### src/hfc_map.svh
// Register offsets, field positions, reset values and timing constants.
`ifndef HFC_MAP_SVH
`define HFC_MAP_SVH

// ----------------------------------------------------------------------
// Register indices (byte address is four times the index)
// ----------------------------------------------------------------------
`define HFC_IDX_DIODE 8'h59
`define HFC_IDX_GAP_A 8'h5a
`define HFC_IDX_FAN45_PIN 8'h5b
`define HFC_IDX_FAN45_DIV 8'h5c
`define HFC_IDX_BATT 8'h5d
`define HFC_IDX_STEP 8'h5e
`define HFC_IDX_GAP_B 8'h5f
`define HFC_IDX_STATUS 8'h60
`define HFC_IDX_MASK 8'h61
`define HFC_IDX_FAN_VALUE 8'h62

// ----------------------------------------------------------------------
// Reset values and writable bit masks
// ----------------------------------------------------------------------
`define HFC_RST_DIODE 8'h70
`define HFC_RST_FAN45_PIN 8'h00
`define HFC_RST_FAN45_DIV 8'h00
`define HFC_RST_BATT 8'h00
`define HFC_RST_STEP 8'h05
`define HFC_WMASK_DIODE 8'h70
`define HFC_WMASK_FAN45_PIN 8'hc0
`define HFC_WMASK_STEP 8'h7f
`define HFC_WMASK_FAN_VALUE 8'h03
`define HFC_WMASK_EVENTS 8'h0f

// ----------------------------------------------------------------------
// Field positions
// ----------------------------------------------------------------------
`define HFC_BIT_DIODE1 4
`define HFC_BIT_FAN4_TACH 6
`define HFC_BIT_FAN5_TACH 7
`define HFC_BIT_FAN4_PP 3
`define HFC_BIT_FAN5_PP 7
`define HFC_LSB_FAN4_DIV 0
`define HFC_LSB_FAN5_DIV 4
`define HFC_LSB_FAN_MSB 5
`define HFC_BIT_ALARM_EN 4
`define HFC_LSB_BIPOLAR 1
`define HFC_BIT_BATT_EN 0
`define HFC_EV_OVER_TEMP 0
`define HFC_EV_FAN4_TACH 1
`define HFC_EV_FAN5_TACH 2
`define HFC_EV_BATT_READY 3

// ----------------------------------------------------------------------
// Timing
// ----------------------------------------------------------------------
`define HFC_CLK_HZ 10000000
`define HFC_BATT_CYCLE_MS 300
`define HFC_BATT_CYCLES ((`HFC_CLK_HZ / 1000) * `HFC_BATT_CYCLE_MS)

`endif

### src/hfc_pkg.sv
// Types shared by the fan and sensor configuration register bank.
package hfc_pkg;

	typedef enum logic [2:0] {
		HFC_BATT_OFF = 3'b001,
		HFC_BATT_SETTLE = 3'b010,
		HFC_BATT_VALID = 3'b100
	} hfc_batt_state_t;

endpackage

### src/hfc_regs.sv
// Fan and temperature sensor configuration registers on an APB port.
`timescale 1ns/1ps
`default_nettype none
`include "hfc_map.svh"

module hfc_regs
	import hfc_pkg::*;
#(
	parameter int BATT_CYCLES = `HFC_BATT_CYCLES
) (
	// Clock and master reset
	input wire logic pclk,
	input wire logic presetn,
	// APB slave
	input wire logic psel,
	input wire logic penable,
	input wire logic pwrite,
	input wire logic [11:0] paddr,
	input wire logic [31:0] pwdata,
	input wire logic [3:0] pstrb,
	output logic pready,
	output logic [31:0] prdata,
	output logic pslverr,
	// Temperature samples from the measurement engine
	input wire logic [7:0] temperature_in,
	input wire logic temperature_valid,
	// Fan 4 and fan 5 pins
	input wire logic fan4_pin_in,
	output logic fan4_control_out,
	output logic fan4_control_oe,
	input wire logic fan5_pin_in,
	output logic fan5_control_out,
	output logic fan5_control_oe,
	// Divided tach pulses to the speed counters
	output logic fan4_tach_pulse,
	output logic fan5_tach_pulse,
	// Configuration to the measurement engine
	output logic [2:0] diode_cpu_type,
	output logic [2:0] sensor_bipolar_select,
	output logic [2:0] fan123_divisor_msb,
	output logic alarm_response_enable,
	output logic battery_monitor_enable,
	output logic battery_reading_valid,
	// Over-temperature and interrupt
	output logic over_temperature_out_n,
	output logic irq
);

	// ------------------------------------------------------------------
	// Helpers
	// ------------------------------------------------------------------

	// Last count of a divide-by-two-to-the-code tach divider.
	function automatic logic [6:0] div_last(input logic [2:0] code);
		logic [7:0] full;
		full = 8'h01 << code;
		return 7'(full - 8'h01);
	endfunction

	// Write a masked byte into a register.
	function automatic logic [7:0] merge(input logic [7:0] old,
		input logic [7:0] wdat, input logic [7:0] wmask);
		return (old & ~wmask) | (wdat & wmask);
	endfunction

	// ------------------------------------------------------------------
	// Bus decode
	// ------------------------------------------------------------------
	logic [7:0] diode_reg;
	logic [7:0] pin_reg;
	logic [7:0] div_reg;
	logic [7:0] batt_reg;
	logic [7:0] step_reg;
	logic [7:0] status_reg;
	logic [7:0] mask_reg;
	logic [7:0] value_reg;
	logic [7:0] event_set;
	logic [9:0] idx;
	logic access;
	logic wr;
	logic mapped;
	logic [7:0] rd_next;

	assign idx = paddr[11:2];
	assign access = psel & penable & ~pready;
	assign wr = access & pwrite & pstrb[0];

	always_comb begin
		mapped = 1'b1;
		case (idx)
			{2'b00, `HFC_IDX_DIODE}: rd_next = diode_reg;
			{2'b00, `HFC_IDX_GAP_A}: rd_next = 8'h00;
			{2'b00, `HFC_IDX_FAN45_PIN}: rd_next = pin_reg;
			{2'b00, `HFC_IDX_FAN45_DIV}: rd_next = div_reg;
			{2'b00, `HFC_IDX_BATT}: rd_next = batt_reg;
			{2'b00, `HFC_IDX_STEP}: rd_next = step_reg;
			{2'b00, `HFC_IDX_GAP_B}: rd_next = 8'h00;
			{2'b00, `HFC_IDX_STATUS}: rd_next = status_reg;
			{2'b00, `HFC_IDX_MASK}: rd_next = mask_reg;
			{2'b00, `HFC_IDX_FAN_VALUE}: rd_next = value_reg;
			default: begin
				rd_next = 8'h00;
				mapped = 1'b0;
			end
		endcase
	end

	// One wait state: the answer comes in the second access cycle.
	always_ff @(posedge pclk or negedge presetn) begin
		if (!presetn) begin
			pready <= 1'b0;
			prdata <= 32'h0000_0000;
			pslverr <= 1'b0;
		end else begin
			pready <= access;
			pslverr <= access & ~mapped;
			if (access && (!pwrite || !mapped)) begin
				prdata <= {24'h00_0000, rd_next};
			end
		end
	end

	// ------------------------------------------------------------------
	// Configuration registers
	// ------------------------------------------------------------------
	always_ff @(posedge pclk or negedge presetn) begin
		if (!presetn) begin
			diode_reg <= `HFC_RST_DIODE;
		end else if (wr && idx == {2'b00, `HFC_IDX_DIODE}) begin
			diode_reg <= merge(diode_reg, pwdata[7:0],
				`HFC_WMASK_DIODE);
		end
	end

	always_ff @(posedge pclk or negedge presetn) begin
		if (!presetn) begin
			pin_reg <= `HFC_RST_FAN45_PIN;
		end else if (wr && idx == {2'b00, `HFC_IDX_FAN45_PIN}) begin
			pin_reg <= merge(pin_reg, pwdata[7:0],
				`HFC_WMASK_FAN45_PIN);
		end
	end

	always_ff @(posedge pclk or negedge presetn) begin
		if (!presetn) begin
			div_reg <= `HFC_RST_FAN45_DIV;
		end else if (wr && idx == {2'b00, `HFC_IDX_FAN45_DIV}) begin
			div_reg <= pwdata[7:0];
		end
	end

	always_ff @(posedge pclk or negedge presetn) begin
		if (!presetn) begin
			batt_reg <= `HFC_RST_BATT;
		end else if (wr && idx == {2'b00, `HFC_IDX_BATT}) begin
			batt_reg <= pwdata[7:0];
		end
	end

	always_ff @(posedge pclk or negedge presetn) begin
		if (!presetn) begin
			step_reg <= `HFC_RST_STEP;
		end else if (wr && idx == {2'b00, `HFC_IDX_STEP}) begin
			step_reg <= merge(step_reg, pwdata[7:0],
				`HFC_WMASK_STEP);
		end
	end

	always_ff @(posedge pclk or negedge presetn) begin
		if (!presetn) begin
			value_reg <= 8'h00;
		end else if (wr && idx == {2'b00, `HFC_IDX_FAN_VALUE}) begin
			value_reg <= merge(value_reg, pwdata[7:0],
				`HFC_WMASK_FAN_VALUE);
		end
	end

	// ------------------------------------------------------------------
	// Interrupt status and mask
	// ------------------------------------------------------------------

	// A new event wins over a write-one-to-clear in the same cycle.
	always_ff @(posedge pclk or negedge presetn) begin
		if (!presetn) begin
			status_reg <= 8'h00;
		end else if (wr && idx == {2'b00, `HFC_IDX_STATUS}) begin
			status_reg <= (status_reg & ~pwdata[7:0]) | event_set;
		end else begin
			status_reg <= status_reg | event_set;
		end
	end

	always_ff @(posedge pclk or negedge presetn) begin
		if (!presetn) begin
			mask_reg <= 8'h00;
		end else if (wr && idx == {2'b00, `HFC_IDX_MASK}) begin
			mask_reg <= merge(mask_reg, pwdata[7:0], `HFC_WMASK_EVENTS);
		end
	end

	always_ff @(posedge pclk or negedge presetn) begin
		if (!presetn) begin
			irq <= 1'b0;
		end else begin
			irq <= |((status_reg | event_set) & mask_reg);
		end
	end

	// ------------------------------------------------------------------
	// Configuration outputs
	// ------------------------------------------------------------------
	always_ff @(posedge pclk or negedge presetn) begin
		if (!presetn) begin
			diode_cpu_type <= 3'b000;
			sensor_bipolar_select <= 3'b000;
			fan123_divisor_msb <= 3'b000;
			alarm_response_enable <= 1'b0;
			battery_monitor_enable <= 1'b0;
		end else begin
			diode_cpu_type <= diode_reg[`HFC_BIT_DIODE1 +: 3];
			sensor_bipolar_select <=
				batt_reg[`HFC_LSB_BIPOLAR +: 3];
			fan123_divisor_msb <= batt_reg[`HFC_LSB_FAN_MSB +: 3];
			alarm_response_enable <= batt_reg[`HFC_BIT_ALARM_EN];
			battery_monitor_enable <= batt_reg[`HFC_BIT_BATT_EN];
		end
	end

	// ------------------------------------------------------------------
	// Fan 4 and fan 5 pins
	// ------------------------------------------------------------------

	// An open-drain pin only ever pulls low; a high level floats.
	always_ff @(posedge pclk or negedge presetn) begin
		if (!presetn) begin
			fan4_control_out <= 1'b0;
			fan4_control_oe <= 1'b0;
			fan5_control_out <= 1'b0;
			fan5_control_oe <= 1'b0;
		end else begin
			if (pin_reg[`HFC_BIT_FAN4_TACH]) begin
				fan4_control_out <= 1'b0;
				fan4_control_oe <= 1'b0;
			end else if (div_reg[`HFC_BIT_FAN4_PP]) begin
				fan4_control_out <= value_reg[0];
				fan4_control_oe <= 1'b1;
			end else begin
				fan4_control_out <= 1'b0;
				fan4_control_oe <= ~value_reg[0];
			end
			if (pin_reg[`HFC_BIT_FAN5_TACH]) begin
				fan5_control_out <= 1'b0;
				fan5_control_oe <= 1'b0;
			end else if (div_reg[`HFC_BIT_FAN5_PP]) begin
				fan5_control_out <= value_reg[1];
				fan5_control_oe <= 1'b1;
			end else begin
				fan5_control_out <= 1'b0;
				fan5_control_oe <= ~value_reg[1];
			end
		end
	end

	// ------------------------------------------------------------------
	// Tach dividers
	// ------------------------------------------------------------------
	logic fan4_prev;
	logic fan5_prev;
	logic [6:0] fan4_cnt;
	logic [6:0] fan5_cnt;
	logic fan4_edge;
	logic fan5_edge;
	logic fan4_hit;
	logic fan5_hit;

	assign fan4_edge = fan4_pin_in & ~fan4_prev & pin_reg[`HFC_BIT_FAN4_TACH];
	assign fan5_edge = fan5_pin_in & ~fan5_prev & pin_reg[`HFC_BIT_FAN5_TACH];
	assign fan4_hit = fan4_edge &&
		fan4_cnt >= div_last(div_reg[`HFC_LSB_FAN4_DIV +: 3]);
	assign fan5_hit = fan5_edge &&
		fan5_cnt >= div_last(div_reg[`HFC_LSB_FAN5_DIV +: 3]);

	always_ff @(posedge pclk or negedge presetn) begin
		if (!presetn) begin
			fan4_prev <= 1'b1;
			fan4_cnt <= 7'h00;
			fan4_tach_pulse <= 1'b0;
		end else begin
			fan4_prev <= fan4_pin_in;
			fan4_tach_pulse <= fan4_hit;
			if (!pin_reg[`HFC_BIT_FAN4_TACH] || fan4_hit) begin
				fan4_cnt <= 7'h00;
			end else if (fan4_edge) begin
				fan4_cnt <= fan4_cnt + 7'h01;
			end
		end
	end

	always_ff @(posedge pclk or negedge presetn) begin
		if (!presetn) begin
			fan5_prev <= 1'b1;
			fan5_cnt <= 7'h00;
			fan5_tach_pulse <= 1'b0;
		end else begin
			fan5_prev <= fan5_pin_in;
			fan5_tach_pulse <= fan5_hit;
			if (!pin_reg[`HFC_BIT_FAN5_TACH] || fan5_hit) begin
				fan5_cnt <= 7'h00;
			end else if (fan5_edge) begin
				fan5_cnt <= fan5_cnt + 7'h01;
			end
		end
	end

	// ------------------------------------------------------------------
	// Over-temperature step
	// ------------------------------------------------------------------
	logic step_hit;
	logic [6:0] step_val;

	assign step_val = step_reg[6:0];
	assign step_hit = temperature_valid && step_val != 7'h00 &&
		temperature_in != 8'h00 &&
		(temperature_in % {1'b0, step_val}) == 8'h00;

	// The output holds low until the next sample leaves the multiple.
	always_ff @(posedge pclk or negedge presetn) begin
		if (!presetn) begin
			over_temperature_out_n <= 1'b1;
		end else if (temperature_valid) begin
			over_temperature_out_n <= ~step_hit;
		end
	end

	// ------------------------------------------------------------------
	// Battery monitor cycle
	// ------------------------------------------------------------------
	hfc_batt_state_t batt_state_reg;
	logic [31:0] batt_cnt_reg;
	logic batt_done;

	assign batt_done = batt_state_reg == HFC_BATT_SETTLE &&
		batt_cnt_reg >= 32'(BATT_CYCLES - 1);

	// Validity is withheld for one full monitor cycle after enabling.
	always_ff @(posedge pclk or negedge presetn) begin
		if (!presetn) begin
			batt_state_reg <= HFC_BATT_OFF;
			batt_cnt_reg <= 32'h0000_0000;
		end else if (!batt_reg[`HFC_BIT_BATT_EN]) begin
			batt_state_reg <= HFC_BATT_OFF;
			batt_cnt_reg <= 32'h0000_0000;
		end else begin
			case (batt_state_reg)
				HFC_BATT_OFF: begin
					batt_state_reg <= HFC_BATT_SETTLE;
				end
				HFC_BATT_SETTLE: begin
					batt_cnt_reg <= batt_cnt_reg + 32'h0000_0001;
					if (batt_done) begin
						batt_state_reg <= HFC_BATT_VALID;
					end
				end
				HFC_BATT_VALID: begin
					batt_cnt_reg <= 32'h0000_0000;
				end
				default: begin
					batt_state_reg <= HFC_BATT_OFF;
				end
			endcase
		end
	end

	always_ff @(posedge pclk or negedge presetn) begin
		if (!presetn) begin
			battery_reading_valid <= 1'b0;
		end else begin
			battery_reading_valid <= batt_state_reg == HFC_BATT_VALID &&
				batt_reg[`HFC_BIT_BATT_EN];
		end
	end

	// ------------------------------------------------------------------
	// Events
	// ------------------------------------------------------------------
	always_comb begin
		event_set = 8'h00;
		event_set[`HFC_EV_OVER_TEMP] = step_hit & over_temperature_out_n;
		event_set[`HFC_EV_FAN4_TACH] = fan4_hit;
		event_set[`HFC_EV_FAN5_TACH] = fan5_hit;
		event_set[`HFC_EV_BATT_READY] = batt_done;
	end

endmodule
`default_nettype wire

### config.mk
export PLATFORM = sky130hd
export DESIGN_NAME = hfc_regs
export DESIGN_NICKNAME = d
export VERILOG_FILES = /design/src/hfc_pkg.sv /design/src/hfc_regs.sv
export VERILOG_INCLUDE_DIRS = /design/src
export SDC_FILE = /design/constraint.sdc
export NUM_CORES = 1
export LEC_CHECK = 0
export ABC_AREA = 1
export CAP_MARGIN = 40
export CORE_AREA = 10 10 156 158
export CTS_CLUSTER_DIAMETER = 40
export CTS_CLUSTER_SIZE = 14
export DETAILED_ROUTE_END_ITERATION = 10
export DIE_AREA = 0 0 166 168
export DONT_BUFFER_PORTS = 1
export PLACE_DENSITY = 0.65
export SLEW_MARGIN = 25
export SYNTH_ARGS = -nofsm -noshare
export SYNTH_HDL_FRONTEND = slang
export SYNTH_SLANG_ARGS = --single-unit
### constraint.sdc
create_clock -name pclk -period 8.2 [get_ports pclk]
set_input_delay 1.64 -clock pclk [delete_from_list [all_inputs] [get_ports pclk]]
set_output_delay 1.64 -clock pclk [all_outputs]
set_load 0.1 [all_outputs]
==> results of run 1 <==
## worst max-delay path by stage
| stage | start | endpoint | cells after the start |
|---|---|---|---|
| 2_1_floorplan | temperature_in[7] | irq$_DFF_PN0_ | 75 |
| 3_3_place_gp | temperature_in[7] | irq$_DFF_PN0_ | 72 |
| 3_5_place_dp | temperature_in[7] | irq$_DFF_PN0_ | 72 |
| 5_1_grt | temperature_in[7] | irq$_DFF_PN0_ | 62 |
| 4_1_cts | temperature_in[7] | irq$_DFF_PN0_ | 65 |
| 6_report | temperature_in[7] | irq$_DFF_PN0_ | 67 |
## area by class of cell
class                      count  area [um2]
clock buffer                  17         425
timing repair buffer         181        1610
sequential                   123        3090
multi-input combinational    809        5480
tap                          280         350
clock inverter                15         143
inverter                     171         674
fill                        1843        9640
## critical path: cells and delay by family
| kind | cells | cell delay (ps) |
|---|---|---|
| simple gates | 41 | 3580 |
| fa+ha+maj | 8 | 2000 |
| compound gates | 8 | 1340 |
| buf+inv | 8 | 570 |
| xor+xnor | 2 | 410 |
## cell usage after synthesis (all sizes together), types with 3 or more instances
| master | count |
|---|---|
| nand2 | 250 |
| inv | 168 |
| dfrtp | 114 |
| o21ai | 96 |
| nand3 | 90 |
| nor2 | 87 |
| ha | 55 |
| a21oi | 53 |
| nor3 | 35 |
| buf | 25 |
| xor2 | 22 |
| clkbuf | 11 |
| nand4 | 10 |
| dfstp | 9 |
| nor4 | 9 |
| or2 | 8 |
| a221oi | 6 |
| and3 | 6 |
| nand3b | 6 |
| o22ai | 6 |
| a21boi | 4 |
| a31oi | 4 |
| o21a | 4 |
| xnor2 | 4 |
| a2111oi | 3 |
| a211oi | 3 |
| clkinv | 3 |
| o211ai | 3 |
| o221ai | 3 |
## kinds of logic (layout without fill, tap and decap cells)
group           after synthesis  in the layout  synth area share, %
buf+inv                     207            384                 10.4
compound gates              198            198                 13.6
fa+ha+maj                    56             56                 8.45
xor+xnor                     26             26                 2.72
other cells                   1             24               0.0447
flops                       123            123                 36.8
simple gates                505            505                 28.0
## per-stage QoR
| step | std cells | setup TNS, ps | setup slack [ps] | hold WS, ps |
|---|---|---|---|---|
| floorplan | 1139 | -1950 | -713 | 370 |
| finish | 1596 | -2830 | -1010 | 417 |
| detailed placement | 1504 | -4360 | -1510 | 405 |
| global route | 1596 | -3920 | -1380 | 437 |
| global placement | 1483 | -4070 | -1420 | 414 |
| CTS | 1582 | -2120 | -762 | 427 |
## repair_timing
item	4_1_cts	5_1_grt
resized for setup	85	47
setup buffers	46	12
pin swaps	82	43
endpoints found under the setup margin	3	3
## routing by layer
metal	wire length (um)	track usage (%)	vias to the layer above
li1	-	-	4034
met1	10900	21.2	3817
met2	12000	29.2	192
met3	1510	4.77	52
met4	669	5.70	0
met5	0	0	-
==> results.sh, run 1 <==
export IMPL_slew_headroom_pct=40.1
export IMPL_grt_pass1_wl_um=40700
export IMPL_rsz0062_at_grt="yes"
export IMPL_fp_dieH_um=168
export IMPL_synth_cells=1116
export IMPL_min_from="batt_reg[7]$_DFFE_PN0P_"
export IMPL_placed_cell_area_um2=10100
export IMPL_ys_seq_area_share_pct=36.8
export IMPL_holdBufCountCts=0
export IMPL_finalHoldViolCount=0
export IMPL_initial_core_util_pct=39.1
export IMPL_grt_max_degree=124
export IMPL_synth_edff_count=0
export IMPL_drtIter0Drc=547
export IMPL_arrival_ps=9570
export IMPL_synth_area_leaders="dfrtp_1 (34%), nand2_1 (11%), ha_1 (8.2%), inv_1 (6.8%), o21ai_0 (4.9%)"
export IMPL_fin_ws_ps=-1010
export IMPL_min_to="fan123_divisor_msb[2]$_DFF_PN0_"
export IMPL_grt_use_total_pct=17.4
export IMPL_cp_end_kind="flop"
export IMPL_post_route_period_util_pct=112
export IMPL_crit_fanout=6
export IMPL_nNetsFinal=1423
export IMPL_first_pass_iters=5
export IMPL_area_growth_pct=40.5
export IMPL_synth_warnings=0
export IMPL_cts_path_max_buffers=2
export IMPL_final_core_util_pct=55.0
export IMPL_synth_top_area_share_pct=34.0
export IMPL_die_x_um=166
export IMPL_routed_via_count=8095
export IMPL_grt_pass1_vias=8158
export IMPL_layout_common_cells="nand2_1 (192), buf_4 (154), inv_1 (137)"
export IMPL_overflow=0
export IMPL_route_detailed_drc=0
export IMPL_regToRegEndpoint="irq$_DFF_PN0_"
export IMPL_numClockSinks=123
export IMPL_synthFlopType="dfrtp_1"
export IMPL_r2r_slack_ps=-400
export IMPL_setup_violations=3
export IMPL_hp_class="flop to flop"
export IMPL_worst_pin_slew_ps=899
export IMPL_synth_top_area_cell="dfrtp_1"
export IMPL_cts_tree="done"
export IMPL_design_area_um2=11800
export IMPL_drive_above_1_share_pct=32.3
export IMPL_netlist_area_um2=8380
export IMPL_dieArea_um2=27900
export IMPL_r2r_cells=68
export IMPL_cp_start_kind="input pin"
export IMPL_portBuffers=0
export IMPL_largest_reg_flops=32
export IMPL_numCtsBuffers=17
export IMPL_ys_types=54
export IMPL_crit_type="input pin to flop"
export IMPL_status="complete, but fails checks"
export IMPL_cpPeakStageDelay_ps=290
export IMPL_clkTransAtPathRegs_ps=60
export IMPL_drt_antenna_violating_nets=0
export IMPL_htreeDepth=4
export IMPL_drv_cap=0
export IMPL_wl_per_cell_um=15.7
export IMPL_antenna_found_initial=0
export IMPL_clock_skew_final_ps=8.13
export IMPL_avgSynthCellArea_um2=7.51
export IMPL_hpwlAfterDp_um=17500
export IMPL_failed_checks="negative setup slack"
export IMPL_gp_congestion=0.894
export IMPL_wirelength_um=25000
export IMPL_period_minus_slack_ps=9210
export IMPL_ys_ff_latch=123
export IMPL_io_pins=118
export IMPL_cpMaxStageDelayCell="ha_4"
export IMPL_layout_commonest_cell="nand2_1"
export IMPL_critPathMostFrequentCell="nand2_2"
export IMPL_fmax_mhz=109
export IMPL_viasPerCell=5.07
export IMPL_diodes=0
export IMPL_async_flop_share_pct=100
export IMPL_hold_path_depth=0
export IMPL_core_um2=21400
export IMPL_insertion_delay_ps=420
export IMPL_r2r_start="step_reg[0]$_DFFE_PN1P_"
export IMPL_slew_viol_final=0
export IMPL_cp_required_ps=8560
export IMPL_num_rows=54
export IMPL_root_buffer="clkbuf_16"
Power of run 1 is not shown: default switching activity piles up to over one toggle a cycle in this logic, so the estimate is an artifact.
==> run 2: changes to the inputs <==
- SKIP_LAST_GASP: not set -> 1
==> results.sh, run 2 (synthesized netlist as in run 1, its figures left out) <==
export IMPL_failed_checks="negative setup slack"
export IMPL_wirelength_um=25000
export IMPL_multi_input_area_um2=5480
export IMPL_drt_antenna_violating_nets=0
export IMPL_arrival_ps=9610
export IMPL_r2r_start="step_reg[0]$_DFFE_PN1P_"
export IMPL_cp_required_ps=8560
export IMPL_core_um2=21400
export IMPL_cpMaxStageDelayCell="fa_2"
export IMPL_drtIter0Drc=571
export IMPL_cp_startpoint="temperature_in[7]"
export IMPL_root_buffer="clkbuf_16"
export IMPL_place_ws_ps=-1510
export IMPL_viasPerCell=5.10
export IMPL_clkTransAtPathRegs_ps=60
export IMPL_layout_common_cells="nand2_1 (193), buf_4 (154), inv_1 (137)"
export IMPL_post_route_period_util_pct=113
export IMPL_diodes=0
export IMPL_regToRegEndpoint="irq$_DFF_PN0_"
export IMPL_die_x_um=166
export IMPL_dieArea_um2=27900
export IMPL_htreeDepth=4
export IMPL_cpPeakStageDelay_ps=420
export IMPL_critPathTopFamily="simple AND/OR/NAND/NOR gates"
export IMPL_cts_tree="done"
export IMPL_grt_pass1_vias=8158
export IMPL_io_pins=118
export IMPL_largest_reg_flops=32
export IMPL_crit_fanout=7
export IMPL_num_rows=54
export IMPL_grt_use_total_pct=17.4
export IMPL_hpwlAfterDp_um=17500
export IMPL_clock_skew_final_ps=7.48
export IMPL_portBuffers=0
export IMPL_critPathMostFrequentCell="nand2_2"
export IMPL_area_growth_pct=40.4
export IMPL_slew_headroom_pct=39.7
export IMPL_numClockSinks=123
export IMPL_drive_above_1_share_pct=32.2
export IMPL_gp_congestion=0.894
export IMPL_route_detailed_drc=0
export IMPL_min_to="fan123_divisor_msb[2]$_DFF_PN0_"
export IMPL_wl_per_cell_um=15.7
export IMPL_cp_end_kind="flop"
export IMPL_fin_ws_ps=-1050
export IMPL_antenna_found_initial=0
export IMPL_crit_type="input pin to flop"
export IMPL_finalHoldViolCount=0
export IMPL_numCtsBuffers=17
export IMPL_r2r_slack_ps=-440
export IMPL_r2r_cells=64
export IMPL_first_pass_iters=6
export IMPL_hp_class="flop to flop"
export IMPL_grt_pass1_wl_um=40700
export IMPL_cp_start_kind="input pin"
export IMPL_hold_path_depth=0
export IMPL_initial_core_util_pct=39.1
export IMPL_period_minus_slack_ps=9250
export IMPL_routed_via_count=8140
export IMPL_nNetsFinal=1423
export IMPL_fmax_mhz=108
export IMPL_fp_dieH_um=168
export IMPL_seq_area_um2=3090
export IMPL_slew_viol_final=0
export IMPL_setup_violations=3
export IMPL_overflow=0
export IMPL_rsz0062_at_grt="yes"
export IMPL_worst_pin_slew_ps=904
export IMPL_nFillCells=1842
export IMPL_layout_commonest_cell="nand2_1"
export IMPL_cts_path_max_buffers=2
export IMPL_crit_buf_inv=8
export IMPL_insertion_delay_ps=420
export IMPL_drv_cap=0
export IMPL_min_from="batt_reg[7]$_DFFE_PN0P_"
export IMPL_status="complete, but fails checks"
export IMPL_grt_max_degree=124
## run 2: metal layers
layer  up-vias  wire (um)  track usage [%]
met4         0        699             5.70
li1       4032          -                -
met2       219      12000             29.2
met1      3834      10800             21.2
met3        55       1550             4.77
met5         -          0                0
## run 2: per-stage QoR
stage               hold slack (ps)  area (um2)  setup TNS (ps)  std cells  utilization [%]
floorplan                       370        8890           -1950       1139                -
global placement                414        9760           -4070       1483             45.6
detailed placement              405       10100           -4360       1504             47.3
CTS                             427       11500           -2120       1582             53.5
global route                    437       11800           -4000       1596             55.0
finish                          417       11800           -2930       1596             55.0
## run 2: timing repair
action                                 CTS  global route
hold buffers                             0             0
setup endpoints to repair                3             3
cloned                                   0             0
gates resized for setup                 85            44
pin swaps                               82            43
buffers inserted                        46            12
endpoints found under the hold margin    0             0
## run 2: how the worst max path moves through the flow
stage               endpoint  cells past startpoint  slack [ps]
2_1_floorplan  irq$_DFF_PN0_                     75        -710
3_3_place_gp   irq$_DFF_PN0_                     72       -1420
3_5_place_dp   irq$_DFF_PN0_                     72       -1510
4_1_cts        irq$_DFF_PN0_                     65        -760
5_1_grt        irq$_DFF_PN0_                     63       -1400
6_report       irq$_DFF_PN0_                     63       -1050
## run 2: layout make-up
cell class,instances,share of cell area [%]
clock inverter,15,1.21
timing repair buffer,181,13.7
tap,280,2.98
clock buffer,17,3.61
inverter,171,5.71
multi-input combinational,809,46.5
sequential,123,26.2
Power of run 2 is left out for the same reason.
